--- src/hw/vip_pkg.sv ---
/*
 * Shared constants of the virtual I/O probe and its debug controller hub:
 * control-port group codes, word layout and the hub's register map.
 * Assumes both ends run on one clock and include this package first.
 */
`default_nettype none

package vip_pkg;

   // ------------------------------------------------------------------
   // Control-port layout
   // ------------------------------------------------------------------
   localparam int unsigned WORD_W    = 32;
   localparam int unsigned MAX_W     = 256;
   localparam int unsigned IDX_W     = 3;
   localparam int unsigned GRP_W     = 2;
   localparam int unsigned BASE_W    = 8;

   localparam logic [1:0]  GRP_AIN   = 2'h0;
   localparam logic [1:0]  GRP_AOUT  = 2'h1;
   localparam logic [1:0]  GRP_SIN   = 2'h2;
   localparam logic [1:0]  GRP_SOUT  = 2'h3;

   localparam logic [4:0]  WORD_LSB_ZERO = 5'h00;

   // ------------------------------------------------------------------
   // Hub register map
   // ------------------------------------------------------------------
   localparam int unsigned ADDR_W    = 8;
   localparam logic [7:0]  REG_CMD    = 8'h00;
   localparam logic [7:0]  REG_WDATA  = 8'h04;
   localparam logic [7:0]  REG_RDATA  = 8'h08;
   localparam logic [7:0]  REG_STATUS = 8'h0c;

   localparam int unsigned CMD_START_BIT = 0;
   localparam int unsigned CMD_WRITE_BIT = 1;
   localparam int unsigned CMD_GRP_LSB   = 2;
   localparam int unsigned CMD_IDX_LSB   = 4;

   localparam int unsigned STAT_BUSY_BIT = 0;
   localparam int unsigned STAT_DONE_BIT = 1;

   localparam logic [31:0] RESET_WORD = 32'h0000_0000;

   typedef enum logic [1:0] {
      VIP_IDLE,
      VIP_ISSUE,
      VIP_WAIT
   } vip_hub_state_t;

endpackage

`default_nettype wire

--- src/hw/vip_ctl_if.sv ---
/*
 * Control port between the debug controller hub and one probe.
 * Assumes a single shared clock; one hub port serves exactly one probe.
 */
`default_nettype none

interface vip_ctl_if;
   import vip_pkg::*;

   logic              wr;
   logic              rd;
   logic [GRP_W-1:0]  grp;
   logic [IDX_W-1:0]  idx;
   logic [WORD_W-1:0] wdata;
   logic [WORD_W-1:0] rdata;
   logic              rvalid;

   modport probe (
      input  wr,
      input  rd,
      input  grp,
      input  idx,
      input  wdata,
      output rdata,
      output rvalid
   );

   modport hub (
      output wr,
      output rd,
      output grp,
      output idx,
      output wdata,
      input  rdata,
      input  rvalid
   );

endinterface

`default_nettype wire

--- src/hw/vip_probe.sv ---
/*
 * Virtual I/O probe end: four optional port groups toward the user design
 * and a control port toward the debug controller hub.
 * Assumes the hub control port is dedicated to this probe, unused monitor
 * bits are tied low by the integrator, and synchronous ports face logic on
 * clk_in.
 */
`default_nettype none

// Overview of operation
// Optional async monitor inputs, one to 256 wide.
// Async monitor inputs accept any clock domain.
// Optional async drive outputs, up to 256.
// Optional sync monitor inputs sampled on chosen edge.
// Optional sync drive outputs updated on chosen edge.
// Build setting picks rising or falling clock edge.
// Edge setting matters only with sync groups present.
// Integrator gives probe its own hub port.
// Integrator ties unused monitor input bits low.
// Sync monitor sources should share the probe clock.
// Sync output sinks should share the probe clock.
// Report inputs on request; hold outputs until rewritten.
// Async inputs synchronised before being reported.
module vip_probe
   import vip_pkg::*;
#(
   parameter bit          AIN_EN     = 1'b1,  // Async monitor group present
   parameter int unsigned AIN_W      = 256,   // Async monitor width
   parameter bit          AOUT_EN    = 1'b1,  // Async drive group present
   parameter int unsigned AOUT_W     = 256,   // Async drive width
   parameter bit          SIN_EN     = 1'b1,  // Sync monitor group present
   parameter int unsigned SIN_W      = 256,   // Sync monitor width
   parameter bit          SOUT_EN    = 1'b1,  // Sync drive group present
   parameter int unsigned SOUT_W     = 256,   // Sync drive width
   parameter bit          FALL_EDGE  = 1'b0   // Sync groups use falling edge
)
(
   input  wire logic              clk_in,        // Probe clock
   input  wire logic              reset_n_in,    // Synchronous reset, active low
   input  wire logic              clk_en_in,     // Freezes all state when low
   vip_ctl_if.probe               ctl,           // Control port from the hub
   input  wire logic [AIN_W-1:0]  async_in_in,   // Async monitor inputs
   output logic      [AOUT_W-1:0] async_out_out, // Async drive outputs
   input  wire logic [SIN_W-1:0]  sync_in_in,    // Sync monitor inputs
   output logic      [SOUT_W-1:0] sync_out_out   // Sync drive outputs
);

   localparam int unsigned N_WORDS = MAX_W / WORD_W;

   // ------------------------------------------------------------------
   // Control-port decode
   // ------------------------------------------------------------------
   logic [AIN_W-1:0]  ain_meta_q;
   logic [AIN_W-1:0]  ain_sync_q;
   logic [MAX_W-1:0]  aout_q;
   logic [MAX_W-1:0]  sout_shadow_q;
   logic [MAX_W-1:0]  sout_q;
   logic [SIN_W-1:0]  sin_cap_q;
   logic [WORD_W-1:0] rdata_q;
   logic              rvalid_q;

   // Group selects. A write to an input group or to an absent group matches
   // no register and is dropped.
   wire              sel_ain  = (ctl.grp == GRP_AIN);
   wire              sel_aout = (ctl.grp == GRP_AOUT);
   wire              sel_sin  = (ctl.grp == GRP_SIN);
   wire              sel_sout = (ctl.grp == GRP_SOUT);
   wire              wr_aout  = ctl.wr && sel_aout && AOUT_EN;
   wire              wr_sout  = ctl.wr && sel_sout && SOUT_EN;
   wire [N_WORDS-1:0] word_hit;

   wire [MAX_W-1:0] ain_view  = AIN_EN  ? MAX_W'(ain_sync_q) : '0;
   wire [MAX_W-1:0] aout_view = AOUT_EN ? MAX_W'(aout_q[AOUT_W-1:0]) : '0;
   wire [MAX_W-1:0] sin_view  = SIN_EN  ? MAX_W'(sin_cap_q) : '0;
   wire [MAX_W-1:0] sout_view = SOUT_EN ? MAX_W'(sout_q[SOUT_W-1:0]) : '0;

   wire [MAX_W-1:0] grp_view = sel_ain  ? ain_view  :
                               sel_aout ? aout_view :
                               sel_sin  ? sin_view  :
                               sel_sout ? sout_view : '0;
   wire [BASE_W-1:0] rbase   = {ctl.idx, WORD_LSB_ZERO};
   wire [WORD_W-1:0] rd_word = grp_view[rbase +: WORD_W];

   // ------------------------------------------------------------------
   // Async monitor synchroniser
   // ------------------------------------------------------------------
   // Two stages into clk_in; only the second stage is ever read.
   always_ff @(posedge clk_in) begin
      if (!reset_n_in) begin
         ain_meta_q <= '0;
         ain_sync_q <= '0;
      end else if (clk_en_in && AIN_EN) begin
         ain_meta_q <= async_in_in;
         ain_sync_q <= ain_meta_q;
      end
   end

   // ------------------------------------------------------------------
   // Drive registers written by the hub
   // ------------------------------------------------------------------
   // Each 32-bit word holds its value until the hub writes that word again.
   genvar w;
   generate
      for (w = 0; w < N_WORDS; w++) begin : g_word
         assign word_hit[w] = (ctl.idx == IDX_W'(w));

         always_ff @(posedge clk_in) begin
            if (!reset_n_in) begin
               aout_q[w*WORD_W +: WORD_W] <= RESET_WORD;
            end else if (clk_en_in && wr_aout && word_hit[w]) begin
               aout_q[w*WORD_W +: WORD_W] <= ctl.wdata;
            end
         end

         // The sync group is staged here on the hub's edge and moved to the
         // pins only on the selected edge, so its pins never change elsewhere.
         always_ff @(posedge clk_in) begin
            if (!reset_n_in) begin
               sout_shadow_q[w*WORD_W +: WORD_W] <= RESET_WORD;
            end else if (clk_en_in && wr_sout && word_hit[w]) begin
               sout_shadow_q[w*WORD_W +: WORD_W] <= ctl.wdata;
            end
         end
      end
   endgenerate

   // ------------------------------------------------------------------
   // Synchronous groups on the selected edge
   // ------------------------------------------------------------------
   // Without either sync group these signals are tied to zero, so the edge
   // choice leaves no trace in the netlist.
   localparam bit SYNC_USED = SIN_EN || SOUT_EN;

   generate
      if (SYNC_USED && FALL_EDGE) begin : g_fall
         // Drive values reach user logic half a cycle after the hub's write
         // lands, and monitor values are taken half a cycle before the
         // rising edge.
         always_ff @(negedge clk_in) begin
            if (!reset_n_in) begin
               sin_cap_q <= '0;
            end else if (clk_en_in && SIN_EN) begin
               sin_cap_q <= sync_in_in;
            end
         end

         always_ff @(negedge clk_in) begin
            if (!reset_n_in) begin
               sout_q <= '0;
            end else if (clk_en_in && SOUT_EN) begin
               sout_q <= sout_shadow_q;
            end
         end
      end else if (SYNC_USED) begin : g_rise
         always_ff @(posedge clk_in) begin
            if (!reset_n_in) begin
               sin_cap_q <= '0;
            end else if (clk_en_in && SIN_EN) begin
               sin_cap_q <= sync_in_in;
            end
         end

         always_ff @(posedge clk_in) begin
            if (!reset_n_in) begin
               sout_q <= '0;
            end else if (clk_en_in && SOUT_EN) begin
               sout_q <= sout_shadow_q;
            end
         end
      end else begin : g_none
         // Nothing here is clocked, so the edge setting has no effect.
         assign sin_cap_q = '0;
         assign sout_q    = '0;
      end
   endgenerate

   // ------------------------------------------------------------------
   // Read answer to the hub
   // ------------------------------------------------------------------
   // Unused monitor bits are expected tied low, so they read as zero too.
   always_ff @(posedge clk_in) begin
      if (!reset_n_in) begin
         rvalid_q <= 1'b0;
      end else if (clk_en_in) begin
         rvalid_q <= ctl.rd;
      end
   end

   // The read word is taken once per request and held for the hub.
   always_ff @(posedge clk_in) begin
      if (!reset_n_in) begin
         rdata_q <= RESET_WORD;
      end else if (clk_en_in && ctl.rd) begin
         rdata_q <= rd_word;
      end
   end

   // ------------------------------------------------------------------
   // Outputs
   // ------------------------------------------------------------------
   // The answer strobe is masked by the clock enable so that a frozen probe
   // never shows the hub a second answer for one request.
   assign ctl.rdata     = rdata_q;
   assign ctl.rvalid    = rvalid_q && clk_en_in;
   assign async_out_out = AOUT_EN ? aout_q[AOUT_W-1:0] : '0;
   assign sync_out_out  = SOUT_EN ? sout_q[SOUT_W-1:0] : '0;

endmodule

`default_nettype wire

--- src/flat_wrapper.sv ---
// flat-port wrapper written by rule: the top's interface ports become plain ports
module vip_probe_flat import vip_pkg::*;
#(
   parameter bit          AIN_EN     = 1'b1,                                
   parameter int unsigned AIN_W      = 256,                         
   parameter bit          AOUT_EN    = 1'b1,                              
   parameter int unsigned AOUT_W     = 256,                       
   parameter bit          SIN_EN     = 1'b1,                               
   parameter int unsigned SIN_W      = 256,                        
   parameter bit          SOUT_EN    = 1'b1,                             
   parameter int unsigned SOUT_W     = 256,                      
   parameter bit          FALL_EDGE  = 1'b0                                  
)
  (clk_in, reset_n_in, clk_en_in, async_in_in, async_out_out, sync_in_in, sync_out_out, ctl_wr, ctl_rd, ctl_grp, ctl_idx, ctl_wdata, ctl_rdata, ctl_rvalid);
  vip_ctl_if ctl_i ();
  input  wire logic clk_in;
  input  wire logic reset_n_in;
  input  wire logic clk_en_in;
  input  wire logic [AIN_W-1:0] async_in_in;
  output logic      [AOUT_W-1:0] async_out_out;
  input  wire logic [SIN_W-1:0] sync_in_in;
  output logic      [SOUT_W-1:0] sync_out_out;
  input wire logic [$bits(ctl_i.wr)-1:0] ctl_wr;
  input wire logic [$bits(ctl_i.rd)-1:0] ctl_rd;
  input wire logic [$bits(ctl_i.grp)-1:0] ctl_grp;
  input wire logic [$bits(ctl_i.idx)-1:0] ctl_idx;
  input wire logic [$bits(ctl_i.wdata)-1:0] ctl_wdata;
  output wire logic [$bits(ctl_i.rdata)-1:0] ctl_rdata;
  output wire logic [$bits(ctl_i.rvalid)-1:0] ctl_rvalid;
  assign ctl_i.wr = ctl_wr;
  assign ctl_i.rd = ctl_rd;
  assign ctl_i.grp = ctl_grp;
  assign ctl_i.idx = ctl_idx;
  assign ctl_i.wdata = ctl_wdata;
  assign ctl_rdata = ctl_i.rdata;
  assign ctl_rvalid = ctl_i.rvalid;
  vip_probe #(.AIN_EN(AIN_EN), .AIN_W(AIN_W), .AOUT_EN(AOUT_EN), .AOUT_W(AOUT_W), .SIN_EN(SIN_EN), .SIN_W(SIN_W), .SOUT_EN(SOUT_EN), .SOUT_W(SOUT_W), .FALL_EDGE(FALL_EDGE)) u_core (.clk_in(clk_in), .reset_n_in(reset_n_in), .clk_en_in(clk_en_in), .ctl(ctl_i), .async_in_in(async_in_in), .async_out_out(async_out_out), .sync_in_in(sync_in_in), .sync_out_out(sync_out_out));
endmodule
--- config.mk ---
export PLATFORM = sky130hd
export DESIGN_NAME = vip_probe_flat
export DESIGN_NICKNAME = d
export VERILOG_FILES = /design/src/hw/vip_pkg.sv /design/src/hw/vip_ctl_if.sv /design/src/hw/vip_probe.sv /design/src/flat_wrapper.sv
export SDC_FILE = /design/constraint.sdc
export NUM_CORES = 2
export LEC_CHECK = 0
export BUFFER_PORTS_ARGS = -buffer_cell sky130_fd_sc_hd__buf_2
export CAP_MARGIN = 0
export CELL_PAD_IN_SITES_DETAIL_PLACEMENT = 1
export CELL_PAD_IN_SITES_GLOBAL_PLACEMENT = 1
export CORE_AREA = 2 2 427 429
export DETAILED_ROUTE_END_ITERATION = 16
export DIE_AREA = 0 0 429 431
export PLACE_DENSITY = 0.76
export SLEW_MARGIN = 0
export SYNTH_ARGS = -nofsm -noshare
export SYNTH_HDL_FRONTEND = slang
export SYNTH_SLANG_ARGS = --single-unit
--- constraint.sdc ---
create_clock -name clk_in -period 5.3 [get_ports clk_in]
set_input_delay 0.265 -clock clk_in [delete_from_list [all_inputs] [get_ports clk_in]]
set_output_delay 0.265 -clock clk_in [all_outputs]
set_load 0.02 [all_outputs]
==> qor.yml <==
cells_and_area:
  n_fill_cell: 19800
  layout-drive-gt1-share_pct: 21.3
  layout_common_cells: "dfxtp_1, mux2i_1, nand2_1, buf_2, nor2b_1"
  layout_commonest_cell: "dfxtp_1"
  fin_cells: 10300
  syn_to_final_growth_pct: 28.1
  final_area_sq_um: 85100
  final_core_util_pct: 47.2
  final_nets: 8349
yosys:
  syn_avg_cell_area_sq_um: 10.3
  netlist.area_leader.share_pct: 47.3
  ys_types: 54
  synth_flop_cell: "dfxtp_1"
  synth-compound-area-share_pct: 8.21
  synthSimpleGateAreaFrac_pct: 16.7
  synth-warning-count: 0
  yosys-mux-area-fraction_pct: 24.1
  ys_seq_elements: 1569
  synth_top_family_by_area: "multiplexers"
  synth_area_leaders: "dfxtp_1, mux2i_1, nor2b_1"
  netlist_instances: 6439
  synth_edf_count: 0
  synth_xor_area_share_pct: 0
  yosysTopAreaCell: "dfxtp_1"
  ys_async_sr_fraction_pct: 0
  synth_fa_ha_area_share_pct: 0
  syn_area_sq_um: 66400
  syn_nets: 6993
  ys_seq_area_share_pct: 47.3
clock_network:
  path_clk_slew_ns: 0.06
  htreeDepth: 4
  cts.sinks: 1569
  cts_buffers: 176
  clockBufferDepth: 3
  clock_latency_ns: 0.86
  cts_root_buf: "clkbuf_16"
  cts_tree: "yes"
  cts_resized: 0
power_and_ir_drop:
  seqPwrFrac_pct: 44.1
  power.leakage_nw: 35.3
  swShare_pct: 26.1
  p_int_mw: 20.7
  power_switching_mw: 7.34
  ir_worst_vdd_v: 0.000308
  power.total_mw: 28.1
  pwr-share-clk_pct: 45.6
  powerDensity_nw_per_um2: 330
  power.share.combinational_pct: 10.3
floorplan:
  rows: 156
  die_w_um: 429
  core_sq_um: 180000
  die_y_um: 431
  io-pin-count: 1099
  start_util_pct: 36.9
  design.die.area_sq_um: 185000
worst_setup_path:
  critPathArrivalTime_ns: 3.84
  criticalPathCategory: "in -> reg"
  startpoint_type: "input pin"
  path_max_fanout: 55
  cp-end-kind: "flip-flop"
  crit_required_ns: 6.04
detailed_routing:
  wl_mm: 345
  vias_per_cell: 5.62
  wl_per_cell_um: 33.3
  postRouteAntennaNets: 0
  firstDrtPassIters: 6
  drc: 0
  drt_iter0_markers: 6147
  route.vias.total: 58200
timing:
  holdWs_ns: 0.0594
  final.setup.tns_ns: 0
  slew_headroom_pct: 8.84
  fin_crit_ns: 3.10
  hold_viol_final: 0
  setup_viol: 0
  skew_ns: 0.0515
  fmax_mhz: 323
  worst_pin_slew_ns: 1.37
  post-route-period-util_pct: 58.5
  layout_setup_ws_ns: 2.20
  rsz0062_at_grt: "false"
  slew_violations: 0
grt:
  grt_pass1_vias: 59700
  grt.total_usage_pct: 35.8
  antenna_found_initial: 60
  grt-ovfl-total: 0
  grt_max_degree: 295
  grt_pass1_wl_mm: 468
placed_design:
  portBuffers: 1098
  pre_cts_ws_ns: 1.58
  hpwlAfterDp_mm: 234
  dpl_cell_area_sq_um: 73500
  globalplace.congestion: 0.971
  dpl.cell_count: 9434
outcome:
  status: "finished, final reports clean"
min_path:
  min_path_type: "in -> reg"
job:
  drv_cap: 0
## what timing repair did
item | CTS | global route
hold buffers | 553 | 0
endpoints found under the hold margin | 587 | 0
setup buffers | 0 | 0
## metal layers
layer	vias up	share of wire, %	track usage (%)
li1	24700	-	-
met1	29400	37	41.1
met2	3018	44	55.5
met3	1101	8.6	9.99
met4	24	10	29.8
met5	-	0.046	0
## cell usage after synthesis (all sizes together), types with 4 or more instances
library cell and instances:
and2 5, mux4 192, dfxtp 1569, o32a 4, mux2i 1154, nand2 1099, nor2 19, and3 6
a31oi 4, a2bb2oi 7, o21ai 9, o41ai 9, o22ai 26, nand3b 6, a221oi 6, o32ai 5
buf 193, nand3 17, nor2b 1040, a22o 30, a21oi 26, nor3 17, a21boi 513, a211oi 26
o221ai 13, o31ai 4, clkbuf 366, a22oi 26, mux2 11, nand2b 5
## cells by family (layout without fill, tap and decap cells)
| family | after synthesis | in the layout |
|---|---|---|
| mux | 1357 | 1357 |
| compound gates | 727 | 727 |
| other cells | 0 | 33 |
| simple gates | 2225 | 2225 |
| flops | 1569 | 1569 |
| buf+inv | 561 | 2059 |
## power groups by stage
stage	clock [mW]	sequential, mW	combinational (mW)
finish	12.8	12.4	2.89
floorplan	0	12.5	1.41
detailed placement	0	12.6	2.43
global route	13.4	12.4	2.97
CTS	12.8	12.4	2.78
global placement	0	12.6	2.38
## layout make-up
| cell class | count | area (sq um) | area share (%) |
|---|---|---|---|
| Multi-Input combinational cell | 4309 | 32800 | 38.5 |
| Clock inverter | 56 | 785 | 0.922 |
| Antenna cell | 33 | 82.6 | 0.0970 |
| Timing Repair Buffer | 1737 | 11900 | 14.0 |
| Tap cell | 2370 | 2970 | 3.48 |
| Inverter | 2 | 7.51 | 0.00882 |
| Sequential cell | 1569 | 31400 | 36.9 |
| Clock buffer | 264 | 5180 | 6.08 |
## registers in the layout, summed over array words and instances (netlist names)
name                  flops
u_core.rvalid_q           1
u_core.ctl.rdata         32
u_core.async_out_out    256
u_core.sync_out_out     256
u_core.ain_sync_q       256
u_core.ain_meta_q       256
u_core.sout_shadow_q    256
u_core.sin_cap_q        256
## worst max-delay path, stage by stage
cell	delay (ns)
buf_8	0.50
buf_4	0.38
mux4_2	0.62
a211oi_1	1.04
nand2_1	0.48
a22o_1	0.31
## path summary, 6_finish.rpt
kind	slack, ns	startpoint	endpoint	cells past startpoint
setup / recovery	2.20	ctl_grp[0]	u_core.ctl.rdata[13]$_SDFFE_PN0P_	6
hold / removal	0.06	ctl_wdata[9]	u_core.sout_shadow_q[73]$_SDFFE_PN0P_	4
setup reg to reg	2.44	u_core.sync_out_out[109]$_SDFFE_PN0P_	u_core.ctl.rdata[13]$_SDFFE_PN0P_	4
hold reg to reg	0.46	u_core.sout_shadow_q[27]$_SDFFE_PN0P_	u_core.sout_shadow_q[27]$_SDFFE_PN0P_	2
Power figures use the tool's default switching activity.
